<file path="src/rtl/adrc_pkg.sv">
/*
 * Shared constants for the antenna diversity, signal strength and
 * clear-channel block: register offsets, field positions, reset values,
 * pin function codes, dwell counts and the diversity state encoding.
 * Assumes an 8-bit register bus with byte offsets as listed here.
 */
package adrc_pkg;

    localparam int unsigned ADDR_W = 8;
    localparam int unsigned DATA_W = 8;

    // Register offsets.
    localparam logic [7:0] OFS_OPER_CTRL_TWO  = 8'h08;
    localparam logic [7:0] OFS_PIN_CFG_ZERO   = 8'h0B;
    localparam logic [7:0] OFS_PIN_CFG_ONE    = 8'h0C;
    localparam logic [7:0] OFS_PIN_CFG_TWO    = 8'h0D;
    localparam logic [7:0] OFS_STRENGTH       = 8'h26;
    localparam logic [7:0] OFS_CC_THRESHOLD   = 8'h27;
    localparam logic [7:0] OFS_DIV_STATUS     = 8'h40;

    // Reset values.
    localparam logic [7:0] RST_OPER_CTRL_TWO  = 8'h00;
    localparam logic [7:0] RST_PIN_CFG        = 8'h00;
    localparam logic [7:0] RST_CC_THRESHOLD   = 8'h00;

    // Field positions.
    localparam int unsigned MODE_LSB          = 5;
    localparam int unsigned MODE_W            = 3;
    localparam int unsigned FUNC_W            = 5;
    localparam int unsigned ST_CCA_BIT        = 0;
    localparam int unsigned ST_CHOSEN_BIT     = 1;
    localparam int unsigned ST_STATE_LSB      = 2;

    // Pin function codes.
    localparam logic [4:0] FUNC_DEFAULT       = 5'h00;
    localparam logic [4:0] FUNC_CLEAR_CHANNEL = 5'h0E;
    localparam logic [4:0] FUNC_ANT_ONE       = 5'h17;
    localparam logic [4:0] FUNC_ANT_TWO       = 5'h18;

    // Dwell per antenna, counted in strength update ticks (one per 4 bit periods).
    localparam int unsigned DWELL_ASYNC_TICKS  = 2;
    localparam int unsigned DWELL_BEACON_TICKS = 1;
    localparam int unsigned DWELL_W            = 4;

    typedef enum logic [2:0] {
        ADRC_IDLE   = 3'b000,
        ADRC_SEEK   = 3'b001,
        ADRC_MEAS_A = 3'b011,
        ADRC_MEAS_B = 3'b010,
        ADRC_HOLD   = 3'b110
    } adrc_state_t;

endpackage

</file>
<file path="src/rtl/adrc_pin_mux.sv">
/*
 * One general pin: selects its output from a five-bit function code.
 * Assumes every input is synchronous to core_clk.
 */
module adrc_pin_mux #(
    parameter logic DEFAULT_LEVEL = 1'b0
) (
    input  wire logic                        core_clk,     // System clock.
    input  wire logic                        rst,          // Synchronous reset.
    input  wire logic [adrc_pkg::FUNC_W-1:0] func_code,    // Pin function code.
    input  wire logic                        ant_one_sel,  // Antenna one line.
    input  wire logic                        ant_two_sel,  // Antenna two line.
    input  wire logic                        cca_level,    // Clear-channel flag.
    output logic                             pin_out_r     // Registered pin level.
);
    import adrc_pkg::*;

    always_ff @(posedge core_clk) begin
        if (rst) begin
            pin_out_r <= DEFAULT_LEVEL;
        end else begin
            case (func_code)
                FUNC_DEFAULT:       pin_out_r <= DEFAULT_LEVEL;
                FUNC_ANT_ONE:       pin_out_r <= ant_one_sel;
                FUNC_ANT_TWO:       pin_out_r <= ant_two_sel;
                FUNC_CLEAR_CHANNEL: pin_out_r <= cca_level;
                default:            pin_out_r <= 1'b0;
            endcase
        end
    end

endmodule

</file>
<file path="src/rtl/adrc_strength_sampler.sv">
/*
 * Holds the latest signal strength estimate from the demodulator.
 * Assumes the strength update tick is a one-cycle enable pulse.
 */
module adrc_strength_sampler #(
    parameter int unsigned WIDTH = 8
) (
    input  wire logic             core_clk,     // System clock.
    input  wire logic             rst,          // Synchronous reset, active high.
    input  wire logic             update_tick,  // Strength update window pulse.
    input  wire logic [WIDTH-1:0] strength_in,  // Raw strength from demodulator.
    output logic      [WIDTH-1:0] strength_r    // Held strength value.
);
    import adrc_pkg::*;

    // The value only moves on the update tick; host reads never touch it.
    always_ff @(posedge core_clk) begin
        if (rst) begin
            strength_r <= '0;
        end else if (update_tick) begin
            strength_r <= strength_in;
        end
    end

endmodule

</file>
<file path="src/rtl/adrc_top.sv">
/*
 * Antenna diversity control, signal strength register and clear-channel
 * assessment, with a simple register port and three general pins.
 * Assumes radio state levels, the strength tick, preamble and packet end
 * pulses come from the modem, all synchronous to core_clk.
 */

module adrc_top (
    input  wire logic                        core_clk,       // System clock, 40 MHz.
    input  wire logic                        rst,            // Synchronous reset.
    input  wire logic [adrc_pkg::ADDR_W-1:0] reg_addr,       // Register address.
    input  wire logic [adrc_pkg::DATA_W-1:0] reg_wdata,      // Register write data.
    input  wire logic                        reg_wr,         // Write strobe.
    input  wire logic                        reg_rd,         // Read strobe.
    output logic      [adrc_pkg::DATA_W-1:0] reg_rdata,      // Read data, next cycle.
    input  wire logic                        rx_active,      // Radio in receive state.
    input  wire logic                        tx_active,      // Radio in transmit state.
    input  wire logic                        strength_tick,  // Once every 4 bit periods.
    input  wire logic [7:0]                  strength_in,    // Strength from demodulator.
    input  wire logic                        preamble_seen,  // Preamble detected pulse.
    input  wire logic                        packet_end,     // End of packet pulse.
    output logic                             ant_one_sel,    // Switch line one.
    output logic                             ant_two_sel,    // Switch line two.
    output logic                             cca_status,     // Above threshold flag.
    output logic      [2:0]                  pin_out         // General pin levels.
);
    import adrc_pkg::*;

    ////////////////////////////////////////////////////////////////////////////
    // Registers and state.

    logic [7:0]        oper_ctrl_two_r;
    logic [7:0]        pin_cfg_r [3];
    logic [7:0]        cc_threshold_r;
    logic [7:0]        strength_r;
    logic [2:0]        mode;
    logic              rx_prev_r;
    logic              rx_entry;
    logic              radio_on;
    adrc_state_t       state_r;
    adrc_state_t       state_nxt;
    logic [DWELL_W-1:0] dwell_r;
    logic [DWELL_W-1:0] dwell_len;
    logic              dwell_done;
    logic [7:0]        str_a_r;
    logic              meas_ant_two_r;
    logic              chosen_two_r;
    logic              cca_r;
    logic              ant_one_nxt;
    logic              ant_two_nxt;

    assign mode      = oper_ctrl_two_r[MODE_LSB +: MODE_W];
    assign rx_entry  = rx_active & ~rx_prev_r;
    assign radio_on  = rx_active | tx_active;
    assign dwell_len = mode[1] ? DWELL_W'(DWELL_BEACON_TICKS)
                               : DWELL_W'(DWELL_ASYNC_TICKS);
    assign dwell_done = strength_tick && (dwell_r == dwell_len - DWELL_W'(1));

    // Greater-than test used by both the antenna choice and the threshold.
    function automatic logic stronger(input logic [7:0] a, input logic [7:0] b);
        return a > b;
    endfunction

    ////////////////////////////////////////////////////////////////////////////
    // Strength sampler.

    adrc_strength_sampler #(
        .WIDTH (8)
    ) u_sampler (
        .core_clk    (core_clk),
        .rst         (rst),
        .update_tick (strength_tick),
        .strength_in (strength_in),
        .strength_r  (strength_r)
    );

    ////////////////////////////////////////////////////////////////////////////
    // Register writes.

    always_ff @(posedge core_clk) begin
        if (rst) begin
            oper_ctrl_two_r <= RST_OPER_CTRL_TWO;
            cc_threshold_r  <= RST_CC_THRESHOLD;
            for (int i = 0; i < 3; i++) begin
                pin_cfg_r[i] <= RST_PIN_CFG;
            end
        end else if (reg_wr) begin
            case (reg_addr)
                OFS_OPER_CTRL_TWO: oper_ctrl_two_r <= reg_wdata;
                OFS_CC_THRESHOLD:  cc_threshold_r  <= reg_wdata;
                OFS_PIN_CFG_ZERO:  pin_cfg_r[0]    <= reg_wdata;
                OFS_PIN_CFG_ONE:   pin_cfg_r[1]    <= reg_wdata;
                OFS_PIN_CFG_TWO:   pin_cfg_r[2]    <= reg_wdata;
                default:           ;
            endcase
        end
    end

    ////////////////////////////////////////////////////////////////////////////
    // Register reads; a read has no effect beyond returning data.

    always_ff @(posedge core_clk) begin
        if (rst) begin
            reg_rdata <= '0;
        end else if (reg_rd) begin
            case (reg_addr)
                OFS_OPER_CTRL_TWO: reg_rdata <= oper_ctrl_two_r;
                OFS_CC_THRESHOLD:  reg_rdata <= cc_threshold_r;
                OFS_STRENGTH:      reg_rdata <= strength_r;
                OFS_PIN_CFG_ZERO:  reg_rdata <= pin_cfg_r[0];
                OFS_PIN_CFG_ONE:   reg_rdata <= pin_cfg_r[1];
                OFS_PIN_CFG_TWO:   reg_rdata <= pin_cfg_r[2];
                OFS_DIV_STATUS:    reg_rdata <= {3'h0, state_r, chosen_two_r, cca_r};
                default:           reg_rdata <= 8'h00;
            endcase
        end else begin
            reg_rdata <= 8'h00;
        end
    end

    ////////////////////////////////////////////////////////////////////////////
    // Diversity sequencer.

    always_ff @(posedge core_clk) begin
        if (rst) begin
            rx_prev_r <= 1'b0;
        end else begin
            rx_prev_r <= rx_active;
        end
    end

    always_comb begin
        state_nxt = state_r;
        case (state_r)
            ADRC_IDLE: begin
                if (rx_entry && mode[2]) begin
                    state_nxt = mode[1] ? ADRC_MEAS_A : ADRC_SEEK;
                end
            end
            ADRC_SEEK: begin
                if (preamble_seen) begin
                    state_nxt = ADRC_MEAS_A;
                end
            end
            ADRC_MEAS_A: begin
                if (dwell_done) begin
                    state_nxt = ADRC_MEAS_B;
                end
            end
            ADRC_MEAS_B: begin
                if (dwell_done) begin
                    state_nxt = ADRC_HOLD;
                end
            end
            ADRC_HOLD: begin
                if (packet_end) begin
                    state_nxt = ADRC_IDLE;
                end
            end
            default: state_nxt = ADRC_IDLE;
        endcase
        if (!rx_active || !mode[2]) begin
            state_nxt = ADRC_IDLE;
        end
    end

    always_ff @(posedge core_clk) begin
        if (rst) begin
            state_r <= ADRC_IDLE;
        end else begin
            state_r <= state_nxt;
        end
    end

    // Dwell counter restarts on every state change and counts strength ticks.
    always_ff @(posedge core_clk) begin
        if (rst) begin
            dwell_r <= '0;
        end else if (state_nxt != state_r) begin
            dwell_r <= '0;
        end else if (strength_tick) begin
            dwell_r <= dwell_r + DWELL_W'(1);
        end
    end

    // While seeking, the antennas swap after the first dwell, then every 16 ticks as the count wraps, so either can catch arrival.
    always_ff @(posedge core_clk) begin
        if (rst) begin
            meas_ant_two_r <= 1'b0;
        end else begin
            case (state_nxt)
                ADRC_SEEK:   meas_ant_two_r <= (state_r == ADRC_SEEK && dwell_done)
                                               ? ~meas_ant_two_r : meas_ant_two_r;
                ADRC_MEAS_A: meas_ant_two_r <= 1'b0;
                ADRC_MEAS_B: meas_ant_two_r <= 1'b1;
                default:     meas_ant_two_r <= meas_ant_two_r;
            endcase
        end
    end

    // Strength of antenna one captured at the end of its dwell. The sampler copy
    // only takes this tick's value at the same edge, so the fresh input is used.
    always_ff @(posedge core_clk) begin
        if (rst) begin
            str_a_r <= '0;
        end else if (state_r == ADRC_MEAS_A && dwell_done) begin
            str_a_r <= strength_in;
        end
    end

    // The choice survives packet end so the next transmit uses it.
    always_ff @(posedge core_clk) begin
        if (rst) begin
            chosen_two_r <= 1'b0;
        end else if (state_r == ADRC_MEAS_B && dwell_done) begin
            chosen_two_r <= stronger(strength_in, str_a_r);
        end
    end

    ////////////////////////////////////////////////////////////////////////////
    // Clear-channel decision, made once per preamble evaluation.

    always_ff @(posedge core_clk) begin
        if (rst) begin
            cca_r <= 1'b0;
        end else if (state_r == ADRC_MEAS_B && dwell_done) begin
            cca_r <= stronger(stronger(strength_in, str_a_r) ? strength_in : str_a_r,
                              cc_threshold_r);
        end else if (!mode[2] && rx_active && preamble_seen) begin
            cca_r <= stronger(strength_r, cc_threshold_r);
        end
    end

    ////////////////////////////////////////////////////////////////////////////
    // Switch line outputs.

    always_comb begin
        if (!radio_on) begin
            ant_one_nxt = (mode[1] & ~mode[2]) | (mode[2] & mode[0]);
            ant_two_nxt = ant_one_nxt;
        end else if (!mode[2]) begin
            ant_one_nxt = mode[0];
            ant_two_nxt = ~mode[0];
        end else if (rx_active && state_r != ADRC_HOLD && state_r != ADRC_IDLE) begin
            ant_one_nxt = ~meas_ant_two_r;
            ant_two_nxt = meas_ant_two_r;
        end else begin
            ant_one_nxt = ~chosen_two_r;
            ant_two_nxt = chosen_two_r;
        end
    end

    always_ff @(posedge core_clk) begin
        if (rst) begin
            ant_one_sel <= 1'b0;
            ant_two_sel <= 1'b0;
            cca_status  <= 1'b0;
        end else begin
            ant_one_sel <= ant_one_nxt;
            ant_two_sel <= ant_two_nxt;
            cca_status  <= cca_r;
        end
    end

    ////////////////////////////////////////////////////////////////////////////
    // General pins; only the default level differs, high on pin one and low on pins zero and two.

    adrc_pin_mux #(
        .DEFAULT_LEVEL (1'b0)
    ) u_pin0 (
        .core_clk    (core_clk),
        .rst         (rst),
        .func_code   (pin_cfg_r[0][FUNC_W-1:0]),
        .ant_one_sel (ant_one_nxt),
        .ant_two_sel (ant_two_nxt),
        .cca_level   (cca_r),
        .pin_out_r   (pin_out[0])
    );

    adrc_pin_mux #(
        .DEFAULT_LEVEL (1'b1)
    ) u_pin1 (
        .core_clk    (core_clk),
        .rst         (rst),
        .func_code   (pin_cfg_r[1][FUNC_W-1:0]),
        .ant_one_sel (ant_one_nxt),
        .ant_two_sel (ant_two_nxt),
        .cca_level   (cca_r),
        .pin_out_r   (pin_out[1])
    );

    adrc_pin_mux #(
        .DEFAULT_LEVEL (1'b0)
    ) u_pin2 (
        .core_clk    (core_clk),
        .rst         (rst),
        .func_code   (pin_cfg_r[2][FUNC_W-1:0]),
        .ant_one_sel (ant_one_nxt),
        .ant_two_sel (ant_two_nxt),
        .cca_level   (cca_r),
        .pin_out_r   (pin_out[2])
    );

endmodule

</file>
<file path="config.mk">
export PLATFORM = sky130hd
export DESIGN_NAME = adrc_top
export DESIGN_NICKNAME = d
export VERILOG_FILES = /design/src/rtl/adrc_pkg.sv /design/src/rtl/adrc_pin_mux.sv /design/src/rtl/adrc_strength_sampler.sv /design/src/rtl/adrc_top.sv
export SDC_FILE = /design/constraint.sdc
export NUM_CORES = 1
export LEC_CHECK = 0
export BUFFER_PORTS_ARGS = -buffer_cell sky130_fd_sc_hd__buf_2
export CAP_MARGIN = 10
export CORE_MARGIN = 3
export CORE_UTILIZATION = 40
export CTS_BUF_LIST = sky130_fd_sc_hd__clkbuf_4
export DETAILED_ROUTE_END_ITERATION = 10
export REMOVE_ABC_BUFFERS = 1
export SLEW_MARGIN = 5
export SYNTH_ARGS = -nofsm -noshare
export SYNTH_HDL_FRONTEND = slang
export SYNTH_SLANG_ARGS = --single-unit
export TNS_END_PERCENT = 10
</file>
<file path="constraint.sdc">
create_clock -name core_clk -period 4.53 [get_ports core_clk]
set_input_delay 0.2265 -clock core_clk [delete_from_list [all_inputs] [get_ports core_clk]]
set_output_delay 0.2265 -clock core_clk [all_outputs]
set_load 0.05 [all_outputs]
</file>
# [Yosys cells after proc, flatten, opt, wreduce, memory -nomap -nowiden]
# Memories as Yosys holds them, arrays and structs flattened.
# Cells that the tools add are included.
[classes] bitwise=14 addsub=2 n_lt_le_gt_ge=3 eq_ne=27 n_mux=41 n_reduce_logical=22
[ops] operator="one-hot mux 8 bit (7 select lines)" n=1
[ops] operator="equality test 8 x 4 -> 1 bit, second input constant" n=4
[ops] operator="2-to-1 mux 8 bit" n=4
[ops] operator="equality test 5 bit, second input constant" n=6
[ops] operator="> comparator 8 bit" n=3
[ops] operator="2-to-1 mux 1 bit" n=23
[ops] operator="2-to-1 mux 3 bit" n=6
[ops] operator="equality test 8 x 6 -> 1 bit, second input constant" n=2
[ops] operator="equality test 5 x 4 -> 1 bit, second input constant" n=3
[ops] operator="one-hot mux 3 bit (5 select lines)" n=1
[ops] operator="equality test 3 x 2 -> 1 bit, second input constant" n=4
[ops] operator="logical AND 1 bit" n=9
[ops] operator="one-hot mux 1 bit (3 select lines)" n=3
[ops] operator="equality test 8 x 7 -> 1 bit, second input constant" n=1
[ops] operator="equality test 3 x 1 -> 1 bit, second input constant" n=2
[ops] operator="NOT 1 bit" n=6
[ops] operator="AND reduction 2 bit" n=3
[ops] operator="nonzero test 3 bit" n=2
[ops] operator="logical NOT 5 bit" n=1
[ops] operator="bitwise OR 1 bit" n=5
[ops] operator="adder 4 x 1 -> 4 bit, second input constant" n=1
[ops] operator="equality test 4 bit" n=1
[ops] operator="2-to-1 mux 2 bit" n=2
[ops] operator="one-hot mux 1 bit (4 select lines)" n=1
[ops] operator="other kinds (11)" n=15
[totals] output_inout_bits=14 inputBits=33 word_cells=127 n_memories=1 ramBits=24 reg_bits=57
[memory_table] name="pin_cfg_r" words=3 width=8 read_ports=3 rd_clocked_by_memory_dff=0 write_ports=3 line="adrc_top.sv:33" source="logic [7:0] pin_cfg_r [3];"

# [Depth between registers and ports, before layout]
# Gate-level depths: netlist of the first run.
[logic_depth] depth_word=10 mapped_depth=13 mapped_depth_nobuf=13

# [Modules after synthesis]
# A second synthesis of the first run with hierarchy kept.
[hier_totals] cells_unflattened=451 area_unflattened_um2=4337.9
[by_module_without_submodules] module="adrc_top" seq_area_each_um2=1641.6 area_each_um2=3809.9 cells_each=397 instances=1
[by_module_without_submodules] module="adrc_strength_sampler" seq_area_each_um2=160.2 area_each_um2=285.3 cells_each=26 instances=1
[by_module_without_submodules] module="adrc_pin_mux at u_pin0 ..." seq_area_each_um2=20.0 area_each_um2=83.8 cells_each=10 instances=2
[by_module_without_submodules] module="adrc_pin_mux at u_pin1" seq_area_each_um2=20.0 area_each_um2=75.1 cells_each=8 instances=1

# [Worst setup path before layout of the first run]
# Ideal clock, no wire load.
[synth_path] path_kind="reg2reg" startpoint="reg str_a_r[6]" endpoint="reg cca_r" t_arrival_ps=2605 setup_slack_ps=1782 n_path_buf=0 period_less_slack_ps=2748 setup_ps=144 path_stages_with_launch=13 t_required_ps=4386 cell_sequence="dfxtp_1 -> inv_1 -> ha_1 -> a21o_1 -> a21oi_1 -> o211ai_1 -> nand2_1 -> mux2_2 -> ha_1 -> or3_1 -> a221oi_1 -> a211o_1 -> a22oi_1"
[synth_via] elab_chain_len=4
[synth_rtl] element="start, declared" line="adrc_top.sv:45" source="logic [7:0] str_a_r;"
[synth_rtl] element="start signal, assigned" line="adrc_top.sv:207" source="str_a_r <= strength_in;"
[synth_rtl] element="> comparator 8 bit" line="adrc_top.sv:61" source="return a > b;"
[synth_rtl] element="2-to-1 mux 8 bit (*)" line="adrc_top.sv:227" source="cca_r <= stronger(stronger(strength_in, str_a_r) ? strength_in : str_a_r,"
[synth_rtl] element="> comparator 8 bit (*)" line="adrc_top.sv:61"
[synth_rtl] element="2-to-1 mux 1 bit (*)" line="adrc_top.sv:226" source="end else if (state_r == ADRC_MEAS_B && dwell_done) begin"
[synth_rtl] element="end signal, assigned" line="adrc_top.sv:227"
[synth_rtl] element="end signal, assigned" line="adrc_top.sv:230" source="cca_r <= stronger(strength_r, cc_threshold_r);"
[synth_rtl] element="end, declared" line="adrc_top.sv:48" source="logic cca_r;"
# Every way passes the cells marked *; elsewhere a longest branch is shown, timed or not.
# A chain may end at the register's enable or synchronous reset.

# [Final worst setup path of the first run]
# Ends and elaborated chain as after synthesis.

==> metrics.cfg, run 1 <==
[outcome]
run_status=complete, no violations

[synthesis]
yosys_register_bits=81
most_repeated_cell_in_the_gate_level_netlist_after_synthesis=sky130_fd_sc_hd__dfxtp_1
synth-main-ff-cell=sky130_fd_sc_hd__dfxtp_1
synth_common_cells=sky130_fd_sc_hd__dfxtp_1, sky130_fd_sc_hd__nor2_1, sky130_fd_sc_hd__nand2_1
syn_inst=450
synth_cell_type_count=62
synth_area_per_cell_um2=9.70
post-synth-top-area-cell=sky130_fd_sc_hd__dfxtp_1
syn-cell-area_mm2=0.00437
post-synth-top-area-fraction_pct=26.1
synth_edf_count=24
synth-async-reset-ratio_pct=0
seq_area_frac_synth_pct=42.6
ys.warnings.count=0
post_synth_main_area_contributors=sky130_fd_sc_hd__dfxtp_1, sky130_fd_sc_hd__edfxtp_1, sky130_fd_sc_hd__ha_1, sky130_fd_sc_hd__mux2i_1, sky130_fd_sc_hd__nor2_1

[detailed_routing]
dr.first_iter.drc_count=213
detail_route.wl_per_cell_um=17.5
route.detailed.vias_per_inst=5.75
vias=3616
wl_mm=11.0
drt_first_pass_iters=5
post-route-drc-count=0
ant_nets=0

[worst_setup_path]
reg2regPathDepth=12
crit_slowest_cell=sky130_fd_sc_hd__mux2_2
critical_path.top_delay_family=compound AO/OA/AOI/OAI gates
startpoint=str_a_r[6]
end_kind=register
cp_max_fo=8
worstPathCellList=inv_1, ha_1, a21o_1, a21oi_1, o211ai_1, nand2_1, mux2_2, ha_1, or3_1, a221oi_1, a211o_1, a22oi_1
path_class=register to register
crit_buf_inv=1
worstReg2RegEnd=cca_r
timing.critical_path.slowest_cell_delay_ns=0.38
regToRegStartpoint=str_a_r[6]
most_frequent_cp_cell=sky130_fd_sc_hd__ha_1
kind_of_start_point_of_the_critical_path=register
cp.arrival_ns=3.34
reg2reg_setup_slack_ns=1.46
critPathRequiredTime_ns=4.80

[layout]
finish.net_count=546
final_layout_size_suffix_gt1_share_pct=17.4
flow.area_growth_from_synthesis_pct=10.0
insertedDiodeCount=0
final_cells=629

[timing]
min_period_ns=3.07
finalSetupViolations=0
skew_ns=0.0196
rsz0062_at_grt=no
worst_hold_slack_ns=0.0635
drv_slew=0
period_share_pct=67.9
timing.max_slew.rel_slack_pct=34.6
highest_clock_frequency_the_design_can_meet_mhz=325
tightest_slew_ns=0.972
finalHoldViolations=0
setup-tns-final_ns=0

[clocking]
cts_tree=built
number_of_buffers_inserted_for_hold_repair_after_clock_tree_synthesis=0
cts-htree-levels=3
post_cts.repair.setup_buffers=0
cts-root-buf=sky130_fd_sc_hd__clkbuf_4
clock_path_buffers=2
cts_inserted_buffers=9
clock_sinks=81
clk_pin_slew_ns=0.14
clock_latency_ns=0.42
postCtsResizedCells=0

[die]
die_span_in_y_um=110
fp.dieArea_mm2=0.0122
initial_utilization_pct=41.7
ioPinCount=47
rows=37
floorplan.die.width_um=110
fp.coreArea_mm2=0.0105

[worst_hold_path]
worst_hold_path.endpoint=oper_ctrl_two_r[2]
min_delay_path_depth=3
worst_hold_path_type=input pin to register
min_from=reg_wdata[2]

[global_routing]
grt_pass1_vias=3540
antenna_found_initial=0
grt_start_max_net_pins=54
track_usage_pct=18.1
grt_pass1_wl_mm=18.0
congestion_overflow_gr=0

[placement]
dp_hpwl_mm=8.15
dp_cells=613
io_buffer_count=46
place.gp.congestion=0.830

[power_and_ir_drop]
ir_worst_vdd_uv=115
power_leakage_nw=1.75
pwr_density_cell_mw_per_mm2=274

[flow_run]
cap_violations=0

==> sequential cells by signal, summed over array words and instances, names as in the netlist, 3 cells and up <==
name / count
pin_cfg_r: 24
cc_threshold_r: 8
oper_ctrl_two_r: 8
reg_rdata: 8
str_a_r: 8
u_sampler.strength_r: 8
dwell_r: 4
state_r: 3
==> area by class of cell <==
type / count / area (um2)
multi-input cells: 328 / 2340
clock inverters: 5 / 32.5
flip-flops and latches: 81 / 1860
well taps: 136 / 170
fillers: 1060 / 5660
inverters: 21 / 78.8
clock buffers: 11 / 82.6
repair buffers: 47 / 238
==> routing by layer <==
layer  global-route usage (%)  wire (um)
met1                     23.3       4920
met2                     30.8       5270
met3                     4.11        640
met4                     4.60        142
met5                        0          0
==> kinds of logic (layout without fill, tap and decap cells) <==
logic type               after synthesis  after routing  synth area share (%)
adder cells (fa/ha/maj)               25             25                  7.16
AND/OR/NAND/NOR                      163            163                  20.4
XOR/XNOR                               6              6                  1.20
multiplexers                          37             37                  8.77
buffers and inverters                 41             84                  3.78
AO/OA/AOI/OAI                         97             97                  16.0
flip-flops                            81             81                  42.6
==> through the flow <==
step,setup WS [ns],area (um2),utilization (%),power (mW)
after floorplan,1.78,4280,-,0.889
after global placement,1.57,4690,44.8,0.951
after detailed placement,1.50,4690,44.8,0.956
after CTS,1.46,4800,45.9,1.33
after global routing,1.15,4800,45.9,1.38
final,1.46,4800,45.9,1.32
==> report_power, final <==
group	switching [mW]	total, mW	internal [mW]
Clock	0.251	0.375	0.124
Sequential	0.0197	0.786	0.766
Combinational	0.0884	0.155	0.0663
Total	0.359	1.32	0.956
==> placed cells by master, fill, tap and decap left out, types with 5 or more instances in the layout <==
cell type / count
sky130_fd_sc_hd__o211ai_1: 5
sky130_fd_sc_hd__nor3_1: 10
sky130_fd_sc_hd__o21ai_0: 5
sky130_fd_sc_hd__nor2_1: 42
sky130_fd_sc_hd__inv_1: 21
sky130_fd_sc_hd__a221oi_1: 8
sky130_fd_sc_hd__dfxtp_1: 57
sky130_fd_sc_hd__a31oi_1: 5
sky130_fd_sc_hd__a21oi_1: 19
sky130_fd_sc_hd__nand2_1: 28
sky130_fd_sc_hd__edfxtp_1: 24
sky130_fd_sc_hd__a22oi_1: 12
sky130_fd_sc_hd__o21a_1: 5
sky130_fd_sc_hd__buf_2: 46
sky130_fd_sc_hd__nand2b_1: 7
sky130_fd_sc_hd__mux2_2: 10
sky130_fd_sc_hd__nand4_1: 6
sky130_fd_sc_hd__clkbuf_4: 11
sky130_fd_sc_hd__ha_1: 25
sky130_fd_sc_hd__a21o_1: 8
sky130_fd_sc_hd__nand3_1: 17
sky130_fd_sc_hd__nor2b_1: 10
sky130_fd_sc_hd__and2_1: 10
sky130_fd_sc_hd__mux2i_1: 27
==> worst register-to-register path: cells and delay by family, from the launching register on <==
kind | cells | cell delay, ns
buf+inv | 1 | 0.05
compound gates | 6 | 0.98
flops | 1 | 0.37
simple gates | 2 | 0.66
fa+ha+maj | 2 | 0.47
mux | 1 | 0.39
==> worst max path at each step <==
stage,endpoint,cells after the start
after global routing,cca_r,12
after floorplan,cca_r,12
after CTS,cca_r,12
after global placement,cca_r,12
after detailed placement,cca_r,12
final,cca_r,12
(Power assumes the default switching activity.)
==> run 2, diff against run 1 <==
Clock period 4.53 ns to 3 ns, I/O delays scaled along.
==> run 2 against run 1 <==
Critical path depth grew 2. Combinational power up 68%. Sequential share of layout area fell by 2.1 points. Clock power increased by 75%. Final cell count grew 4.1%. Hold slack better by 0.031 ns. Global-route usage rose by 0.66 points. Non-clock buffer count up 26. Sequential cell count unchanged. Setup slack worse by 1.3 ns. Core utilization rose by 2.6 points.
==> metrics.cfg, run 2 (same netlist as run 1, synthesis figures left out) <==
[outcome]
run_status=complete, no violations

[global_routing]
grt_start_max_net_pins=37
grt_pass1_wl_mm=18.5
congestion_overflow_gr=0
grt_pass1_vias=3743
track_usage_pct=18.8
antenna_found_initial=0

[detailed_routing]
wl_mm=11.3
detail_route.wl_per_cell_um=17.3
dr.first_iter.drc_count=263
ant_nets=0
drt_first_pass_iters=5
vias=3658
post-route-drc-count=0
route.detailed.vias_per_inst=5.58

[worst_setup_path]
timing.critical_path.to=cca_r
critPathRequiredTime_ns=3.37
critical_path_depth=14
crit_buf_inv=2
regToRegStartpoint=str_a_r[6]
reg2reg_setup_slack_ns=0.21
worstPathCellList=dlygate4sd3_1, buf_2, ha_1, a21o_1, a21oi_2, o211ai_1, nand2_2, mux2_2, ha_1, nor2b_1, o21a_1, o211ai_1, a211o_1, a22oi_1
worstReg2RegEnd=cca_r
end_kind=register
timing.critical_path.slowest_cell_delay_ns=0.53
reg2regPathDepth=13
crit_slowest_cell=sky130_fd_sc_hd__dlygate4sd3_1
cp_max_fo=6
critical_path.top_delay_family=compound AO/OA/AOI/OAI gates
path_class=input pin to register
kind_of_start_point_of_the_critical_path=input pin
startpoint=strength_in[6]
cp.arrival_ns=3.17

[clocking]
clock_sinks=81
cts_inserted_buffers=9
clock_latency_ns=0.45
clock_path_buffers=2
clk_pin_slew_ns=0.13
cts_tree=built
post_cts.repair.setup_buffers=0
cts-root-buf=sky130_fd_sc_hd__clkbuf_4
cts-htree-levels=3

[placement]
dpl_worst_slack_ns=0.0897
dp_hpwl_mm=8.48
dp_cells=622
io_buffer_count=46
place.gp.congestion=0.836

[layout]
finish.net_count=572
final_common_cell=sky130_fd_sc_hd__dfxtp_1
insertedDiodeCount=0
number_of_flip_flops_in_the_largest_register=24
fillerInstances=1022
regMostFlops=pin_cfg_r
flow.area_growth_from_synthesis_pct=16.3
layout.cells.most_common_list=sky130_fd_sc_hd__dfxtp_1, sky130_fd_sc_hd__buf_2, sky130_fd_sc_hd__nor2_1
final_cells=655
final_layout_size_suffix_gt1_share_pct=19.1

[timing]
min_period_ns=2.80
drv_slew=0
period_share_pct=93.2
min_setup_slack_post_route_ns=0.203
finalHoldViolations=0
timing.max_slew.rel_slack_pct=49.3
finalSetupViolations=0
tightest_slew_ns=0.756
skew_ns=0.0222
highest_clock_frequency_the_design_can_meet_mhz=358

[flow_run]
cap_violations=0

[die]
fp.coreArea_mm2=0.0105
initial_utilization_pct=41.7
floorplan.die.width_um=110
ioPinCount=47
rows=37
die_span_in_y_um=110
fp.dieArea_mm2=0.0122

[worst_hold_path]
worst_hold_path_type=input pin to register

[power_and_ir_drop]
pwr_density_cell_mw_per_mm2=414
ir_worst_vdd_uv=202
total_power_mw=2.10
power_leakage_nw=1.88

-- run 2: power by group --
part           leakage [nW]  switching [mW]  total (mW)  internal [mW]
Sequential            0.691          0.0301        1.19           1.16
Combinational          1.12           0.140       0.260          0.119
Clock                0.0712           0.404       0.657          0.253
Total                  1.88           0.574        2.10           1.53
-- run 2: tightest hold or removal path: cells and delay by family --
family	cells	cell delay, ns
AOI/OAI and AO/OA	1	0.05
buffers and inverters	1	0.19
and+or+nand+nor	1	0.11
-- run 2: repair_timing --
item | 4_1_cts | 5_1_grt
hold buffers | 17 | 0
hold endpoints to repair | 31 | 0
endpoints found under the setup margin | 0 | 1
gates resized for setup | 0 | 5
-- run 2: layer usage --
layer / up-vias / GRT usage (%) / part of all wire, %
li1: 1793 / - / -
met3: 21 / 3.56 / 4.0
met2: 78 / 30.1 / 47
met5: - / 0 / 0
met4: 0 / 8.13 / 2.1
met1: 1766 / 24.7 / 47
-- run 2: final cells by class --
cell class | instances | area, um2 | area share, %
repair buffers | 73 | 475 | 9.36
multi-input cells | 328 | 2350 | 46.3
inverters | 21 | 78.8 | 1.55
clock buffers | 9 | 67.6 | 1.33
well taps | 136 | 170 | 3.35
flip-flops and latches | 81 | 1860 | 36.7
clock inverters | 7 | 71.3 | 1.40
-- run 2: stage by stage --
step           setup TNS (ns)  area, um2  util (%)  hold WS, ns
3_5_place_dp                0       4760      45.5        0.441
5_1_grt              -0.00442       5080      48.6       0.0838
2_1_floorplan               0       4280         -        0.219
3_3_place_gp                0       4760      45.5        0.426
4_1_cts                     0       5060      48.4       0.0643
6_report                    0       5080      48.6       0.0947
-- run 2: how the worst min path moves through the flow --
stage	start	end	cells past startpoint
after detailed placement	reg_wdata[0]	cc_threshold_r[0]	3
after floorplan	rst	chosen_two_r	1
after global placement	reg_wdata[0]	cc_threshold_r[0]	3
after global routing	reg_wr	oper_ctrl_two_r[1]	3
final	reg_wr	oper_ctrl_two_r[5]	3
after CTS	reg_wr	oper_ctrl_two_r[5]	3
==> run 3, diff against run 2 <==
Settings changed: CORE_MARGIN 3 to 2, PLACE_DENSITY from default to 0.54.
==> run 3 against run 2 <==
Via count down 0.19%. Register-to-register slack about the same. Power decreased by 0.86%. Routed wire length is 0.38% lower. Critical path depth shrank 1. Setup slack gained 0.0093 ns. Sequential power is essentially flat. Core utilization decreased by 2.1 points. Non-clock buffer count shrank 9. First-iteration DRC count fell by 30%. Combinational power decreased by 5%. Critical endpoint unchanged. Largest cell class unchanged. Highest routed layer unchanged.
==> metrics.cfg, run 3 (same netlist as run 1, synthesis figures left out) <==
[outcome]
run_status=complete, no violations

[detailed_routing]
ant_nets=0
vias=3651
route.detailed.vias_per_inst=5.62
post-route-drc-count=0
wl_mm=11.3
drt_first_pass_iters=5
dr.first_iter.drc_count=185
detail_route.wl_per_cell_um=17.4

[clocking]
cts_inserted_buffers=9
clk_pin_slew_ns=0.13
cts-root-buf=sky130_fd_sc_hd__clkbuf_4
clock_latency_ns=0.44
clock_path_buffers=2
cts-htree-levels=3
cts_tree=built
clock_sinks=81

[placement]
io_buffer_count=46
dp_cells=624
dp_hpwl_mm=8.48
place.gp.congestion=0.826

[timing]
finalSetupViolations=0
period_share_pct=92.9
finalHoldViolations=0
tightest_slew_ns=0.940
min_period_ns=2.79
timing.max_slew.rel_slack_pct=37.0
rsz0062_at_grt=no
skew_ns=0.0261
setup-tns-final_ns=0
drv_slew=0
worst_hold_slack_ns=0.0215
highest_clock_frequency_the_design_can_meet_mhz=359

[worst_setup_path]
end_kind=register
cp_max_fo=6
critPathRequiredTime_ns=3.36
kind_of_start_point_of_the_critical_path=register
path_class=register to register
cp.arrival_ns=3.15

[die]
rows=38
fp.dieArea_mm2=0.0118
floorplan.die.width_um=108
ioPinCount=47
die_span_in_y_um=108
fp.coreArea_mm2=0.0107
initial_utilization_pct=40.6

[power_and_ir_drop]
total_power_mw=2.09
ir_worst_vdd_uv=172
pwr-share-seq_pct=57.0
internal_power_mw=1.54
power.net_switching_mw=0.547
sw_frac_of_total_pct=26.2
pwr_density_cell_mw_per_mm2=418
power_leakage_nw=1.83
comb_power_share_pct=11.8
share_clk_of_total_power_pct=31.2

[layout]
layout.cells.most_common_list=sky130_fd_sc_hd__dfxtp_1, sky130_fd_sc_hd__buf_2, sky130_fd_sc_hd__nor2_1
flow.area_growth_from_synthesis_pct=14.3
insertedDiodeCount=0
number_of_flip_flops_in_the_largest_register=24
regMostFlops=pin_cfg_r
final_cells=650
final_layout_size_suffix_gt1_share_pct=18.6
finish.net_count=563
final_common_cell=sky130_fd_sc_hd__dfxtp_1
fillerInstances=1076

[global_routing]
track_usage_pct=20.6
grt_pass1_vias=3581
congestion_overflow_gr=0
grt_pass1_wl_mm=18.3
grt_start_max_net_pins=43
antenna_found_initial=0

[worst_hold_path]
worst_hold_path_type=input pin to register

[flow_run]
cap_violations=0

==> run 3: layout make-up <==
| cell class | instances | area (um2) | share of cell area [%] |
|---|---|---|---|
| Multi-Input combinational cell | 328 | 2350 | 47.0 |
| Sequential cell | 81 | 1860 | 37.3 |
| Timing Repair Buffer | 64 | 390 | 7.82 |
| Tap cell | 140 | 175 | 3.51 |
| Clock buffer | 11 | 82.6 | 1.65 |
| Inverter | 21 | 78.8 | 1.58 |
| Clock inverter | 5 | 56.3 | 1.13 |
==> run 3: power by group through the flow <==
stage	combinational (mW)	clock, mW	sequential [mW]
3_3_place_gp	0.230	0	1.21
6_report	0.247	0.651	1.19
3_5_place_dp	0.235	0	1.21
4_1_cts	0.246	0.666	1.19
2_1_floorplan	0.133	0	1.21
5_1_grt	0.275	0.723	1.19
==> run 3: through the flow <==
| step | worst slack (ns) | area [um2] | util [%] |
|---|---|---|---|
| after global routing | 0.0168 | 4990 | 46.4 |
| final | 0.213 | 4990 | 46.4 |
| after CTS | 0.0725 | 4980 | 46.4 |
| after detailed placement | 0.0727 | 4750 | 44.2 |
| after floorplan | 0.252 | 4280 | - |
| after global placement | 0.159 | 4750 | 44.2 |
==> run 3: path summary, 6_finish.rpt <==
check,to,cells after the start,slack [ns],from
worst max-delay path,cca_r,13,0.21,str_a_r[6]
worst min-delay path,str_a_r[0],3,0.02,strength_in[0]
worst max register to register,cca_r,13,0.21,str_a_r[6]
worst min register to register,oper_ctrl_two_r[2],2,0.47,oper_ctrl_two_r[2]
==> run 3: routing by layer <==
metal / track usage (%) / vias up / part of all wire (%)
li1: - / 1780 / -
met1: 26.9 / 1734 / 46
met2: 32.5 / 112 / 46
met3: 4.34 / 25 / 6.3
met4: 9.34 / 0 / 2.6
met5: 0 / - / 0
==> run 3: critical path, cell delays in order (launching register included) <==
cell and delay (ns):
sky130_fd_sc_hd__dfxtp_1 0.36, sky130_fd_sc_hd__inv_1 0.05, sky130_fd_sc_hd__ha_1 0.29, sky130_fd_sc_hd__a21o_1 0.19, sky130_fd_sc_hd__a21oi_2 0.15, sky130_fd_sc_hd__o211ai_1 0.13, sky130_fd_sc_hd__nand2_2 0.16, sky130_fd_sc_hd__buf_4 0.15
sky130_fd_sc_hd__mux2_2 0.33, sky130_fd_sc_hd__ha_1 0.30, sky130_fd_sc_hd__o21a_1 0.12, sky130_fd_sc_hd__o211ai_1 0.08, sky130_fd_sc_hd__a211o_1 0.28, sky130_fd_sc_hd__a22oi_1 0.13
==> run 3: repair_timing <==
item                       4_1_cts  5_1_grt
setup buffers                    0        0
setup endpoints to repair        0        1
hold buffers                    10        0
hold endpoints to repair        14        0
resized for setup                0        2
